`src/hw/dpwm_pkg.sv`:
```
package dpwm_pkg;

	localparam logic [2:0] REG_CHAN_ONE_DUTY        = 3'h0;
	localparam logic [2:0] REG_CHAN_TWO_DUTY        = 3'h1;
	localparam logic [2:0] REG_GENERATOR_CONTROL    = 3'h2;
	localparam logic [2:0] REG_DELTA_SIGMA_VALUES   = 3'h3;
	localparam logic [2:0] REG_ALTERNATE_TIMERS     = 3'h4;
	localparam logic [2:0] REG_CHAN_ONE_SECOND_DUTY = 3'h5;
	localparam logic [2:0] REG_CHAN_TWO_SECOND_DUTY = 3'h6;
	localparam logic [2:0] REG_BLINK_CONTROL        = 3'h7;

	localparam int ADDR_W = 5;

	localparam int HIGH_LSB = 16;
	localparam int LOW_LSB  = 0;

	localparam int HIZ_LSB      = 30;
	localparam int CONST_LSB    = 28;
	localparam int INV_LSB      = 26;
	localparam int PAIR2_ONE    = 25;
	localparam int PAIR2_TWO    = 24;
	localparam int CLKEN_TWO    = 23;
	localparam int DIV_TWO_LSB  = 16;
	localparam int CLKEN_ONE    = 15;
	localparam int DIV_ONE_LSB  = 8;
	localparam int SEL_TWO_LSB  = 6;
	localparam int SEL_ONE_LSB  = 4;
	localparam int SIGMA_ON_LSB = 2;
	localparam int PWM_ON_LSB   = 0;

	localparam int SIGMA_TWO_LSB = 16;
	localparam int SIGMA_ONE_LSB = 0;

	localparam int REPEAT_ONE_PRI = 24;
	localparam int REPEAT_ONE_ALT = 16;
	localparam int REPEAT_TWO_PRI = 8;
	localparam int REPEAT_TWO_ALT = 0;

	localparam int BLINK_ON_LSB  = 8;
	localparam int BLINK_CNT_LSB = 0;
	localparam logic [31:0] BLINK_MASK = 32'h0000_03ff;

	localparam logic [31:0] REG_RESET = 32'h0000_0000;

	typedef enum logic [1:0] {
		SRC_CRYSTAL     = 2'b00,
		SRC_MAIN_PERIPH = 2'b01,
		SRC_PLL_THIRD   = 2'b10,
		SRC_PLL_QUARTER = 2'b11
	} dpwm_src_e;

endpackage : dpwm_pkg

```
`src/hw/dpwm_top.sv`:
```
// Notes on behaviour
// RULE1 - Two independent channels, each configurable as pulse-width or delta-sigma output.
// RULE2 - Primary duty register upper field holds the high-phase count.
// RULE3 - Primary duty register lower 16 bits hold the low-phase count.
// RULE4 - Second duty register per channel gives alternate high and low counts.
// RULE5 - High-impedance bit: waveform drives pad enable, pad data equals the bit.
// RULE6 - Constant bit allows steady 0% or 100% duty output.
// RULE7 - Invert bit inverts the channel waveform before it leaves.
// RULE8 - Per-channel clock enable; channel counting runs only while it is one.
// RULE9 - Channel clock is the selected source divided by divider field plus one.
// RULE10 - Each channel selects its source clock through a 2-bit field.
// RULE11 - Pulse-width enable set gives pulse-width waveform; otherwise sigma enable decides.
// RULE12 - Sigma enable gives delta-sigma stream; both clear hold the output low.
// RULE13 - Sigma register: channel one lower field, channel two upper field, sets density.
// RULE14 - Blink enable bits: channel two at bit 9, channel one at bit 8.
// RULE15 - Blink count nibbles: channel two upper, channel one lower.
// RULE16 - Blink register bits 31 to 10 are reserved and read as zero.
// RULE17 - Clock select picks crystal, main peripheral, PLL third or PLL quarter.
// RULE18 - Pulse-width mode drives high for high count, low for low count, repeating.
// RULE19 - Second-pair enable alternates primary and second pairs using repeat counts.
//
// Implementation choice: the plain strobed port.
`timescale 1ns/100ps

module dpwm_chan (
	input  wire logic        clk_i,
	input  wire logic        rst_i,
	input  wire logic [3:0]  src_tick_i,
	input  wire logic [1:0]  src_sel_i,
	input  wire logic        clk_on_i,
	input  wire logic [6:0]  div_i,
	input  wire logic [31:0] duty_i,
	input  wire logic [31:0] duty2_i,
	input  wire logic        pair2_on_i,
	input  wire logic [7:0]  rep_pri_i,
	input  wire logic [7:0]  rep_alt_i,
	input  wire logic        pwm_on_i,
	input  wire logic        sigma_on_i,
	input  wire logic [15:0] sigma_level_i,
	input  wire logic        const_on_i,
	input  wire logic        inv_i,
	input  wire logic        hiz_i,
	input  wire logic        blink_on_i,
	input  wire logic [3:0]  blink_cnt_i,
	output logic             pad_o,
	output logic             pad_oe_n_o
);
	logic        tick;
	logic [6:0]  div_reg;
	logic [15:0] cnt_reg;
	logic        phase_reg;
	logic        alt_reg;
	logic [7:0]  rep_reg;
	logic [16:0] acc_reg;
	logic        sigma_bit_reg;
	logic [3:0]  blink_reg;
	logic        blink_gate_reg;
	logic [15:0] high_cnt;
	logic [15:0] low_cnt;
	logic        wave;
	logic        src_tick;

	// A divided tick is used rather than a gated clock so the whole block stays on one clock.
	assign src_tick = src_tick_i[src_sel_i]; // RULE10 RULE17

	always_ff @(posedge clk_i or posedge rst_i) begin
		if (rst_i) begin
			div_reg <= 7'h00;
		end else if (!clk_on_i) begin // RULE8
			div_reg <= 7'h00;
		end else if (src_tick) begin
			div_reg <= (div_reg >= div_i) ? 7'h00 : div_reg + 7'h01; // RULE9
		end
	end

	assign tick = clk_on_i && src_tick && (div_reg >= div_i); // RULE8 RULE9

	// The upper field nominally spans 31..15; bit 15 belongs to the low count, so high uses 31..16.
	// A channel whose second pair is switched off always uses the primary pair.
	assign high_cnt = (alt_reg && pair2_on_i) ? duty2_i[31:16] : duty_i[31:16]; // RULE2 RULE4
	assign low_cnt  = (alt_reg && pair2_on_i) ? duty2_i[15:0] : duty_i[15:0]; // RULE3 RULE4

	always_ff @(posedge clk_i or posedge rst_i) begin
		if (rst_i) begin
			cnt_reg   <= 16'h0000;
			phase_reg <= 1'b1;
			alt_reg   <= 1'b0;
			rep_reg   <= 8'h00;
		end else if (!pwm_on_i) begin
			cnt_reg   <= 16'h0000;
			phase_reg <= 1'b1;
			alt_reg   <= 1'b0;
			rep_reg   <= 8'h00;
		end else if (tick) begin
			if (phase_reg && cnt_reg + 16'h0001 >= high_cnt) begin // RULE18
				cnt_reg   <= 16'h0000;
				phase_reg <= 1'b0;
			end else if (!phase_reg && cnt_reg + 16'h0001 >= low_cnt) begin // RULE18
				cnt_reg   <= 16'h0000;
				phase_reg <= 1'b1;
				if (pair2_on_i && rep_reg >= (alt_reg ? rep_alt_i : rep_pri_i)) begin // RULE19
					alt_reg <= !alt_reg;
					rep_reg <= 8'h00;
				end else begin
					rep_reg <= rep_reg + 8'h01;
				end
			end else begin
				cnt_reg <= cnt_reg + 16'h0001;
			end
		end
	end

	always_ff @(posedge clk_i or posedge rst_i) begin
		if (rst_i) begin
			acc_reg       <= 17'h00000;
			sigma_bit_reg <= 1'b0;
		end else if (tick) begin
			acc_reg       <= {1'b0, acc_reg[15:0]} + {1'b0, sigma_level_i}; // RULE13
			sigma_bit_reg <= acc_reg[16];
		end
	end

	// Blink counts completed pulse-width periods and toggles the output gate off or back on each time the count is reached.
	always_ff @(posedge clk_i or posedge rst_i) begin
		if (rst_i) begin
			blink_reg      <= 4'h0;
			blink_gate_reg <= 1'b1;
		end else if (!blink_on_i) begin
			blink_reg      <= 4'h0;
			blink_gate_reg <= 1'b1;
		end else if (tick && pwm_on_i && !phase_reg && cnt_reg + 16'h0001 >= low_cnt) begin
			if (blink_reg >= blink_cnt_i) begin // RULE14 RULE15
				blink_reg      <= 4'h0;
				blink_gate_reg <= !blink_gate_reg;
			end else begin
				blink_reg <= blink_reg + 4'h1;
			end
		end
	end

	always_comb begin
		if (pwm_on_i) begin // RULE11
			if (const_on_i && high_cnt == 16'h0000) begin // RULE6
				wave = 1'b0;
			end else if (const_on_i && low_cnt == 16'h0000) begin // RULE6
				wave = 1'b1;
			end else begin
				wave = phase_reg && blink_gate_reg;
			end
		end else if (sigma_on_i) begin // RULE12
			wave = sigma_bit_reg;
		end else begin
			wave = 1'b0; // RULE12
		end
	end

	always_ff @(posedge clk_i or posedge rst_i) begin
		if (rst_i) begin
			pad_o      <= 1'b0;
			pad_oe_n_o <= 1'b0;
		end else if (hiz_i) begin
			pad_o      <= 1'b1; // RULE5
			pad_oe_n_o <= !(wave ^ inv_i); // RULE5 RULE7
		end else begin
			pad_o      <= wave ^ inv_i; // RULE7
			pad_oe_n_o <= 1'b0;
		end
	end
endmodule : dpwm_chan

module dpwm_top (
	input  wire logic        CORE_CLK_I,
	input  wire logic        RST_I,
	input  wire logic        CRYSTAL_TICK_I,
	input  wire logic        MAIN_PERIPHERAL_CLOCK_TICK_I,
	input  wire logic        FIXED_PLL_THIRD_TICK_I,
	input  wire logic        FIXED_PLL_QUARTER_TICK_I,
	input  wire logic [4:0]  ADDR_I,
	input  wire logic [31:0] WDATA_I,
	input  wire logic        WR_I,
	input  wire logic        RD_I,
	output logic      [31:0] RDATA_O,
	output logic             CHAN_ONE_PAD_O,
	output logic             CHAN_ONE_PAD_OE_N_O,
	output logic             CHAN_TWO_PAD_O,
	output logic             CHAN_TWO_PAD_OE_N_O
);
	logic [31:0] regs [0:7];
	logic [3:0]  ticks;
	logic [2:0]  idx;
	logic        hit;

	// Byte address is four times the register index.
	assign idx   = ADDR_I[4:2];
	assign hit   = (ADDR_I[1:0] == 2'b00);
	assign ticks = {FIXED_PLL_QUARTER_TICK_I, FIXED_PLL_THIRD_TICK_I,
		MAIN_PERIPHERAL_CLOCK_TICK_I, CRYSTAL_TICK_I};

	always_ff @(posedge CORE_CLK_I or posedge RST_I) begin
		if (RST_I) begin
			for (int i = 0; i < 8; i++) begin
				regs[i] <= dpwm_pkg::REG_RESET;
			end
		end else if (WR_I && hit) begin
			if (idx == dpwm_pkg::REG_BLINK_CONTROL) begin
				regs[idx] <= WDATA_I & dpwm_pkg::BLINK_MASK; // RULE16
			end else begin
				regs[idx] <= WDATA_I;
			end
		end
	end

	always_ff @(posedge CORE_CLK_I or posedge RST_I) begin
		if (RST_I) begin
			RDATA_O <= 32'h0000_0000;
		end else if (RD_I && hit) begin
			RDATA_O <= regs[idx];
		end else begin
			RDATA_O <= 32'h0000_0000;
		end
	end

	// Channel one uses the lower bit of each pair, channel two the upper, except second-pair enable: bit 25 for one, bit 24 for two.
	for (genvar c = 0; c < 2; c++) begin : g_chan // RULE1
		logic [31:0] ctl;
		logic [31:0] blk;
		logic        pad;
		logic        pad_oe_n;
		assign ctl = regs[dpwm_pkg::REG_GENERATOR_CONTROL];
		assign blk = regs[dpwm_pkg::REG_BLINK_CONTROL];
		dpwm_chan u_chan (
			.clk_i        (CORE_CLK_I),
			.rst_i        (RST_I),
			.src_tick_i   (ticks),
			.src_sel_i    (c == 0 ? ctl[dpwm_pkg::SEL_ONE_LSB +: 2] : ctl[dpwm_pkg::SEL_TWO_LSB +: 2]),
			.clk_on_i     (c == 0 ? ctl[dpwm_pkg::CLKEN_ONE] : ctl[dpwm_pkg::CLKEN_TWO]),
			.div_i        (c == 0 ? ctl[dpwm_pkg::DIV_ONE_LSB +: 7] : ctl[dpwm_pkg::DIV_TWO_LSB +: 7]),
			.duty_i       (regs[dpwm_pkg::REG_CHAN_ONE_DUTY + 3'(c)]),
			.duty2_i      (regs[dpwm_pkg::REG_CHAN_ONE_SECOND_DUTY + 3'(c)]),
			.pair2_on_i   (c == 0 ? ctl[dpwm_pkg::PAIR2_ONE] : ctl[dpwm_pkg::PAIR2_TWO]),
			.rep_pri_i    (c == 0 ? regs[4][dpwm_pkg::REPEAT_ONE_PRI +: 8]
				: regs[4][dpwm_pkg::REPEAT_TWO_PRI +: 8]),
			.rep_alt_i    (c == 0 ? regs[4][dpwm_pkg::REPEAT_ONE_ALT +: 8]
				: regs[4][dpwm_pkg::REPEAT_TWO_ALT +: 8]),
			.pwm_on_i     (ctl[dpwm_pkg::PWM_ON_LSB + c]),
			.sigma_on_i   (ctl[dpwm_pkg::SIGMA_ON_LSB + c]),
			.sigma_level_i(c == 0 ? regs[3][dpwm_pkg::SIGMA_ONE_LSB +: 16]
				: regs[3][dpwm_pkg::SIGMA_TWO_LSB +: 16]),
			.const_on_i   (ctl[dpwm_pkg::CONST_LSB + c]),
			.inv_i        (ctl[dpwm_pkg::INV_LSB + c]),
			.hiz_i        (ctl[dpwm_pkg::HIZ_LSB + c]),
			.blink_on_i   (blk[dpwm_pkg::BLINK_ON_LSB + c]),
			.blink_cnt_i  (blk[dpwm_pkg::BLINK_CNT_LSB + 4 * c +: 4]),
			.pad_o        (pad),
			.pad_oe_n_o   (pad_oe_n)
		);
	end

	assign CHAN_ONE_PAD_O      = g_chan[0].pad;
	assign CHAN_ONE_PAD_OE_N_O = g_chan[0].pad_oe_n;
	assign CHAN_TWO_PAD_O      = g_chan[1].pad;
	assign CHAN_TWO_PAD_OE_N_O = g_chan[1].pad_oe_n;
endmodule : dpwm_top
```
`config.mk`:
```
export PLATFORM = sky130hd
export DESIGN_NAME = dpwm_top
export DESIGN_NICKNAME = d
export VERILOG_FILES = /design/src/hw/dpwm_pkg.sv /design/src/hw/dpwm_top.sv
export SDC_FILE = /design/constraint.sdc
export NUM_CORES = 1
export LEC_CHECK = 0
export BUFFER_PORTS_ARGS = -buffer_cell sky130_fd_sc_hd__buf_2
export CAP_MARGIN = 10
export CORE_UTILIZATION = 40
export CTS_BUF_LIST = sky130_fd_sc_hd__clkbuf_4
export DETAILED_ROUTE_END_ITERATION = 10
export RECOVER_POWER = 50
export SYNTH_ARGS = -nofsm -noshare
export SYNTH_HDL_FRONTEND = slang
export SYNTH_SLANG_ARGS = --single-unit
```
`constraint.sdc`:
```
create_clock -name CORE_CLK_I -period 17.4 [get_ports CORE_CLK_I]
set_clock_uncertainty 0.1 [all_clocks]
set_input_delay 3.48 -clock CORE_CLK_I [delete_from_list [all_inputs] [get_ports CORE_CLK_I]]
set_output_delay 3.48 -clock CORE_CLK_I [all_outputs]
set_load 0.02 [all_outputs]
```
---- Yosys cells after proc, flatten, opt, wreduce, memory -nomap -nowiden ----
Cells that the tools add are included.
word-level totals
  word-level logic and storage cells ...... 208
  output and inout bits ................... 36
  input port bits ......................... 45
  register bits after elaboration ......... 404
operators by class
  reduce and logical (&&, ||, !) cells .... 48
  multiplexer cells ....................... 85
  eq/ne operators ......................... 17
  bitwise logic cells ..................... 3
  $add $sub $neg .......................... 10
  $lt $le $gt $ge ......................... 14
operators with widths
  operator                                               count
  bitwise mux 256 bit                                    2
  two-way mux 256 bit                                    1
  two-way mux 16 bit                                     12
  two-way mux 32 bit                                     4
  binary-select mux 32 bit (select 3 bit)                1
  demux 32 bit (select 3 bit)                            1
  two-way mux 8 bit                                      12
  >= comparator 16 bit                                   4
  zero test 16 bit                                       4
  two-way mux 7 bit                                      6
  two-way mux 1 bit                                      38
  adder 16 x 16 -> 17 bit                                2
  adder 16 x 1 -> 16 bit, second input constant          2
  logical AND 1 bit                                      27
  two-way mux 4 bit                                      6
  inequality test 2 x 1 -> 1 bit, second input constant  12
  adder 8 x 1 -> 8 bit, second input constant            2
  >= comparator 8 bit                                    2
  adder 7 x 1 -> 7 bit, second input constant            2
  >= comparator 7 bit                                    2
  adder 4 x 1 -> 4 bit, second input constant            2
  >= comparator 4 bit                                    2
  zero test 1 bit                                        8
  AND reduction 2 bit                                    4
  other kinds (12)                                       19

---- Longest topological paths before layout ----
  depth after elaboration ................. 10
  depth in mapped cells ................... 18
  depth with buffers taken out ............ 16

---- Hierarchy ----
From an unflattened synthesis, not the netlist that was laid out.
second synthesis, totals
  cells, all modules ...................... 2,090
  area total of the unflattened synthesis .. 23,264.8 um^2
modules (own cells, without submodules)
  module     instances  area an instance (um^2)  seq. area each (um^2)  cells an instance
  dpwm_top   1          12,279.3                 7,206.9                844
  dpwm_chan  2          5,492.8                  1,453.9                623

---- Worst setup path before layout ----
OpenSTA, ideal clock, no wires.
  path kind ............................... input -> register
  start point ............................. in MAIN_PERIPHERAL_CLOCK_TICK_I
  end point ............................... reg g_chan[1].u_chan.blink_reg[3]
  buffers on the path ..................... 0
  slack ................................... 12,166 ps
  arrival ................................. 5,042 ps
  library setup time ...................... 92 ps
  stages on the path ...................... 6
  data required time ...................... 17,208 ps
  path through ............................ mux4_2 nand2_1 or3_1 or3_4 or3_4 o31ai_2
between the ends
  cells in the longest elaborated chain, start to end .. 8
ends and longest elaborated chain
  element                                          RTL line         source
  from (decl)                                      dpwm_top.sv:175  input wire logic MAIN_PERIPHERAL_CLOCK_TICK_I,
  binary-select mux 1 bit (select 2 bit)           dpwm_top.sv:64   assign src_tick = src_tick_i[src_sel_i];
  two-way mux 1 bit (implied by the code)          dpwm_top.sv:64
  logical AND 1 bit (2 in a row)                   dpwm_top.sv:76   assign tick = clk_on_i && src_tick && (div_reg >= div_i);
  logical AND 1 bit (3 in a row)                   dpwm_top.sv:131  end else if (tick && pwm_on_i && !phase_reg && cnt_reg + 16'h0001 >= low_cnt) begin
  inequality test 2 x 1 -> 1 bit (no source line)  n/a
  to (signal assigned)                             dpwm_top.sv:136  blink_reg <= blink_reg + 4'h1;
  to (decl)                                        dpwm_top.sv:56   logic [3:0] blink_reg;
Every way passes these cells. The select of a mux whose other input is x is not followed.
A chain may end at the register's enable or synchronous reset.

==> qor.csv <==
stage;metric;value;unit
outcome;outcome;complete, but fails checks;
outcome;failing checks;capacitance limit, slew limit;
timing;Hold Fails Final Rpt;0;
timing;Fmax;104;MHz
die;Starting Density;40.7;%
synthesis;mapped cell area;22600;um2
timing;post-route worst setup slack;7.83;ns
setup_path;critical path class;in2async;
setup_path;CP Cell Sequence;buf_2, clkinvlp_2, clkbuf_1;
synthesis;Netlist cell types;69;
cts;Root Buffer;clkbuf_4;
synthesis;Net Count, Synth;2126;
cts;Sink Count;404;
timing;RSZ-0062 raised after global routing;false;
detailed_routing;met2 WL;29.4;mm
timing;final setup TNS;0;ns
setup_path;Crit. End Element;async pin;
cells_and_area;Final Util;45.4;%
cts;Setup Fix Bufs, Post-CTS;0;
synthesis;dominant synthesized flop cell;dfrtp_1;
global_route;antenna violations before repair;4;
min_path;Hold Path Depth;2;
die;row count;86;
detailed_routing;WL/cell;21.6;um
timing;Tmin final;9.57;ns
cts;CTS H-tree depth;3;
setup_path;Worst Path Arrival;9.48;ns
cts;CTS tree;yes;
detailed_routing;drt initial violations;1123;
placed_design;gpl congestion;0.868;
die;Die H;240;um
global_route;first-pass GRT wire length;97.6;mm
cts;Worst-path clk slew;0.06;ns
detailed_routing;WL final;62.7;mm
synthesis;post-synth top area share;44.4;%
placed_design;hpwl dp;44.5;mm
placed_design;pre-CTS WS;11.03;ns
power;Pwr Density;112;nW/um2
detailed_routing;total iterations of the first detailed-routing run;5;
setup_path;slowest CP cell;clkbuf_1;
timing;Period Utilization, post-route;55.0;%
cts;Clock Latency Late Sink;0.89;ns
detailed_routing;drt drc;0;
detailed_routing;antenna-violating nets left;0;
die;io pins;81;
setup_path;Critical Path RT;17.31;ns
timing;fin. max-slew vios;452;
setup_path;crit path max fanout;104;
synthesis;Synth top cells by count;400 x dfrtp_1, 235 x mux2_2, 142 x ha_1, 124 x nand2_1, 108 x mux2i_1;
synthesis;Synth Register Bits;404;
cts;post-cts resize count;0;
synthesis;sequential area share after synthesis;44.8;%
run;maxcap violations;8;
min_path;hold crit path type;reg2reg;
synthesis;largest area contributor in the netlist;dfrtp_1;
setup_path;Worst path max stage delay;3.07;ns
cells_and_area;nets;2253;
global_route;GRT Util Overall;22.4;%
setup_path;CP bufs+invs;3;
synthesis;Mean Syn Cell Area;11.7;um2
detailed_routing;Via density;5.62;
global_route;vias in the first global route;16700;
detailed_routing;Vias;16300;
placed_design;DP Area;23700;um2
synthesis;asr flop ratio synth;100;%
global_route;grt total ovfl;0;
cts;clk buf depth;3;
power;static leakage;12.2;nW
power;peak supply drop;71.6;uV
timing;Final Setup Violations;0;
cts;total CTS buffers;111;
synthesis;cell count after synthesis;1937;
timing;Worst slew margin;-228;%
setup_path;r2r worst-path depth;11;
cells_and_area;layout cells sized above 1;27.7;%
detailed_routing;Routed met1 length;27.6;mm
synthesis;Yosys warning count;0;
synthesis;count leader, synth;dfrtp_1;
detailed_routing;DR top layer;met5;
cells_and_area;Synth-to-Final Area Change;11.5;%
die;Die Width;240;um
placed_design;number of port buffers;80;
cts;Hold-fix buffers, CTS;0;
setup_path;cell depth of the worst setup path;3;
cells_and_area;Post-Layout Inst Area;25200;um2
setup_path;crit-path leading delay family;buffers and inverters;
synthesis;number of flops mapped to enable cells by yosys;0;
timing;Least-Margin Pin Slew;4.92;ns
synthesis;top cells by area, synth;dfrtp_1 44%, mux2_2 12%, ha_1 7.9%, mux4_2 6.6%, mux2i_1 4.8%;
global_route;pin count of the biggest net entering global routing;175;
setup_path;crit start category;input port;
cells_and_area;fillers;5159;
detailed_routing;met3 wire length;3.94;mm
die;die area;57400;um2
die;Core Region;55400;um2
-- worst paths after layout --
| kind | slack, ns | to | start |
|---|---|---|---|
| hold / removal | 0.38 | g_chan[0].u_chan.acc_reg[14] | g_chan[0].u_chan.acc_reg[14] |
| setup reg to reg | 11.19 | g_chan[0].u_chan.cnt_reg[5] | g_chan[0].u_chan.alt_reg |
| min in group asynchronous | 4.00 | g_chan[0].u_chan.rep_reg[6] | RST_I |
| setup / recovery | 7.83 | RDATA_O[10] | RST_I |
| max in group CORE_CLK_I | 9.28 | regs[157] | ADDR_I[4] |
| hold reg to reg | 0.38 | g_chan[0].u_chan.acc_reg[14] | g_chan[0].u_chan.acc_reg[14] |
-- layout make-up --
class | count | area, um2 | share of cell area [%]
Antenna cell | 6 | 15.0 | 0.0597
Inverter | 62 | 234 | 0.930
Clock inverter | 31 | 149 | 0.592
Timing Repair Buffer | 100 | 534 | 2.12
Sequential cell | 404 | 10100 | 40.2
Tap cell | 748 | 936 | 3.72
Clock buffer | 172 | 1290 | 5.13
Multi-Input combinational cell | 1385 | 11900 | 47.2
-- worst register-to-register path, delay by kind of cell, from the launching register on --
kind / cells / cell delay [ns]
AOI/OAI and AO/OA: 5 / 1.12
and+or+nand+nor: 2 / 0.56
DFF: 1 / 0.60
muxes: 2 / 1.38
adders and majority gates: 1 / 0.50
buffers and inverters: 1 / 1.82
-- per-layer routing --
metal	up-vias	global-route usage [%]
met5	-	0
met1	8223	29.7
li1	7503	-
met3	132	5.21
met2	486	35.9
met4	4	8.00
-- per-stage QoR --
| step | power, mW | hold slack [ns] | instances |
|---|---|---|---|
| global placement | 1.92 | 0.366 | 2699 |
| finish | 2.81 | 0.381 | 2908 |
| global route | 2.99 | 0.405 | 2908 |
| CTS | 2.84 | 0.387 | 2902 |
| detailed placement | 1.95 | 0.371 | 2699 |
| floorplan | 1.72 | 0.339 | 1937 |
-- cell families after synthesis --
family / after synthesis / share of synthesized area [%]
AOI/OAI and AO/OA: 303 / 8.86
xor gates and xnor gates: 53 / 2.06
and+or+nand+nor: 475 / 10.5
buffers and inverters: 148 / 2.52
adders and majority gates: 144 / 8.05
muxes: 410 / 23.2
DFF: 404 / 44.8
-- cells in the final DEF (no fill, tap or decap), types with 40 or more instances in the layout --
cell type	count
dfrtp_1	400
mux2_2	235
clkbuf_4	172
ha_1	142
nand2_1	122
mux2i_1	108
nor2_1	85
buf_2	78
o21ai_0	76
mux4_2	66
inv_1	60
nand3_1	54
a21oi_1	47
nor2b_1	40
-- power breakdown --
| group | switching (mW) | total, mW | leakage (nW) | internal (mW) |
|---|---|---|---|---|
| registers | 0.168 | 1.26 | 5.31 | 1.09 |
| logic | 0.351 | 0.677 | 5.98 | 0.326 |
| clock network | 0.413 | 0.875 | 0.870 | 0.462 |
| total | 0.932 | 2.81 | 12.2 | 1.88 |
Power figures use the tool's default switching activity.
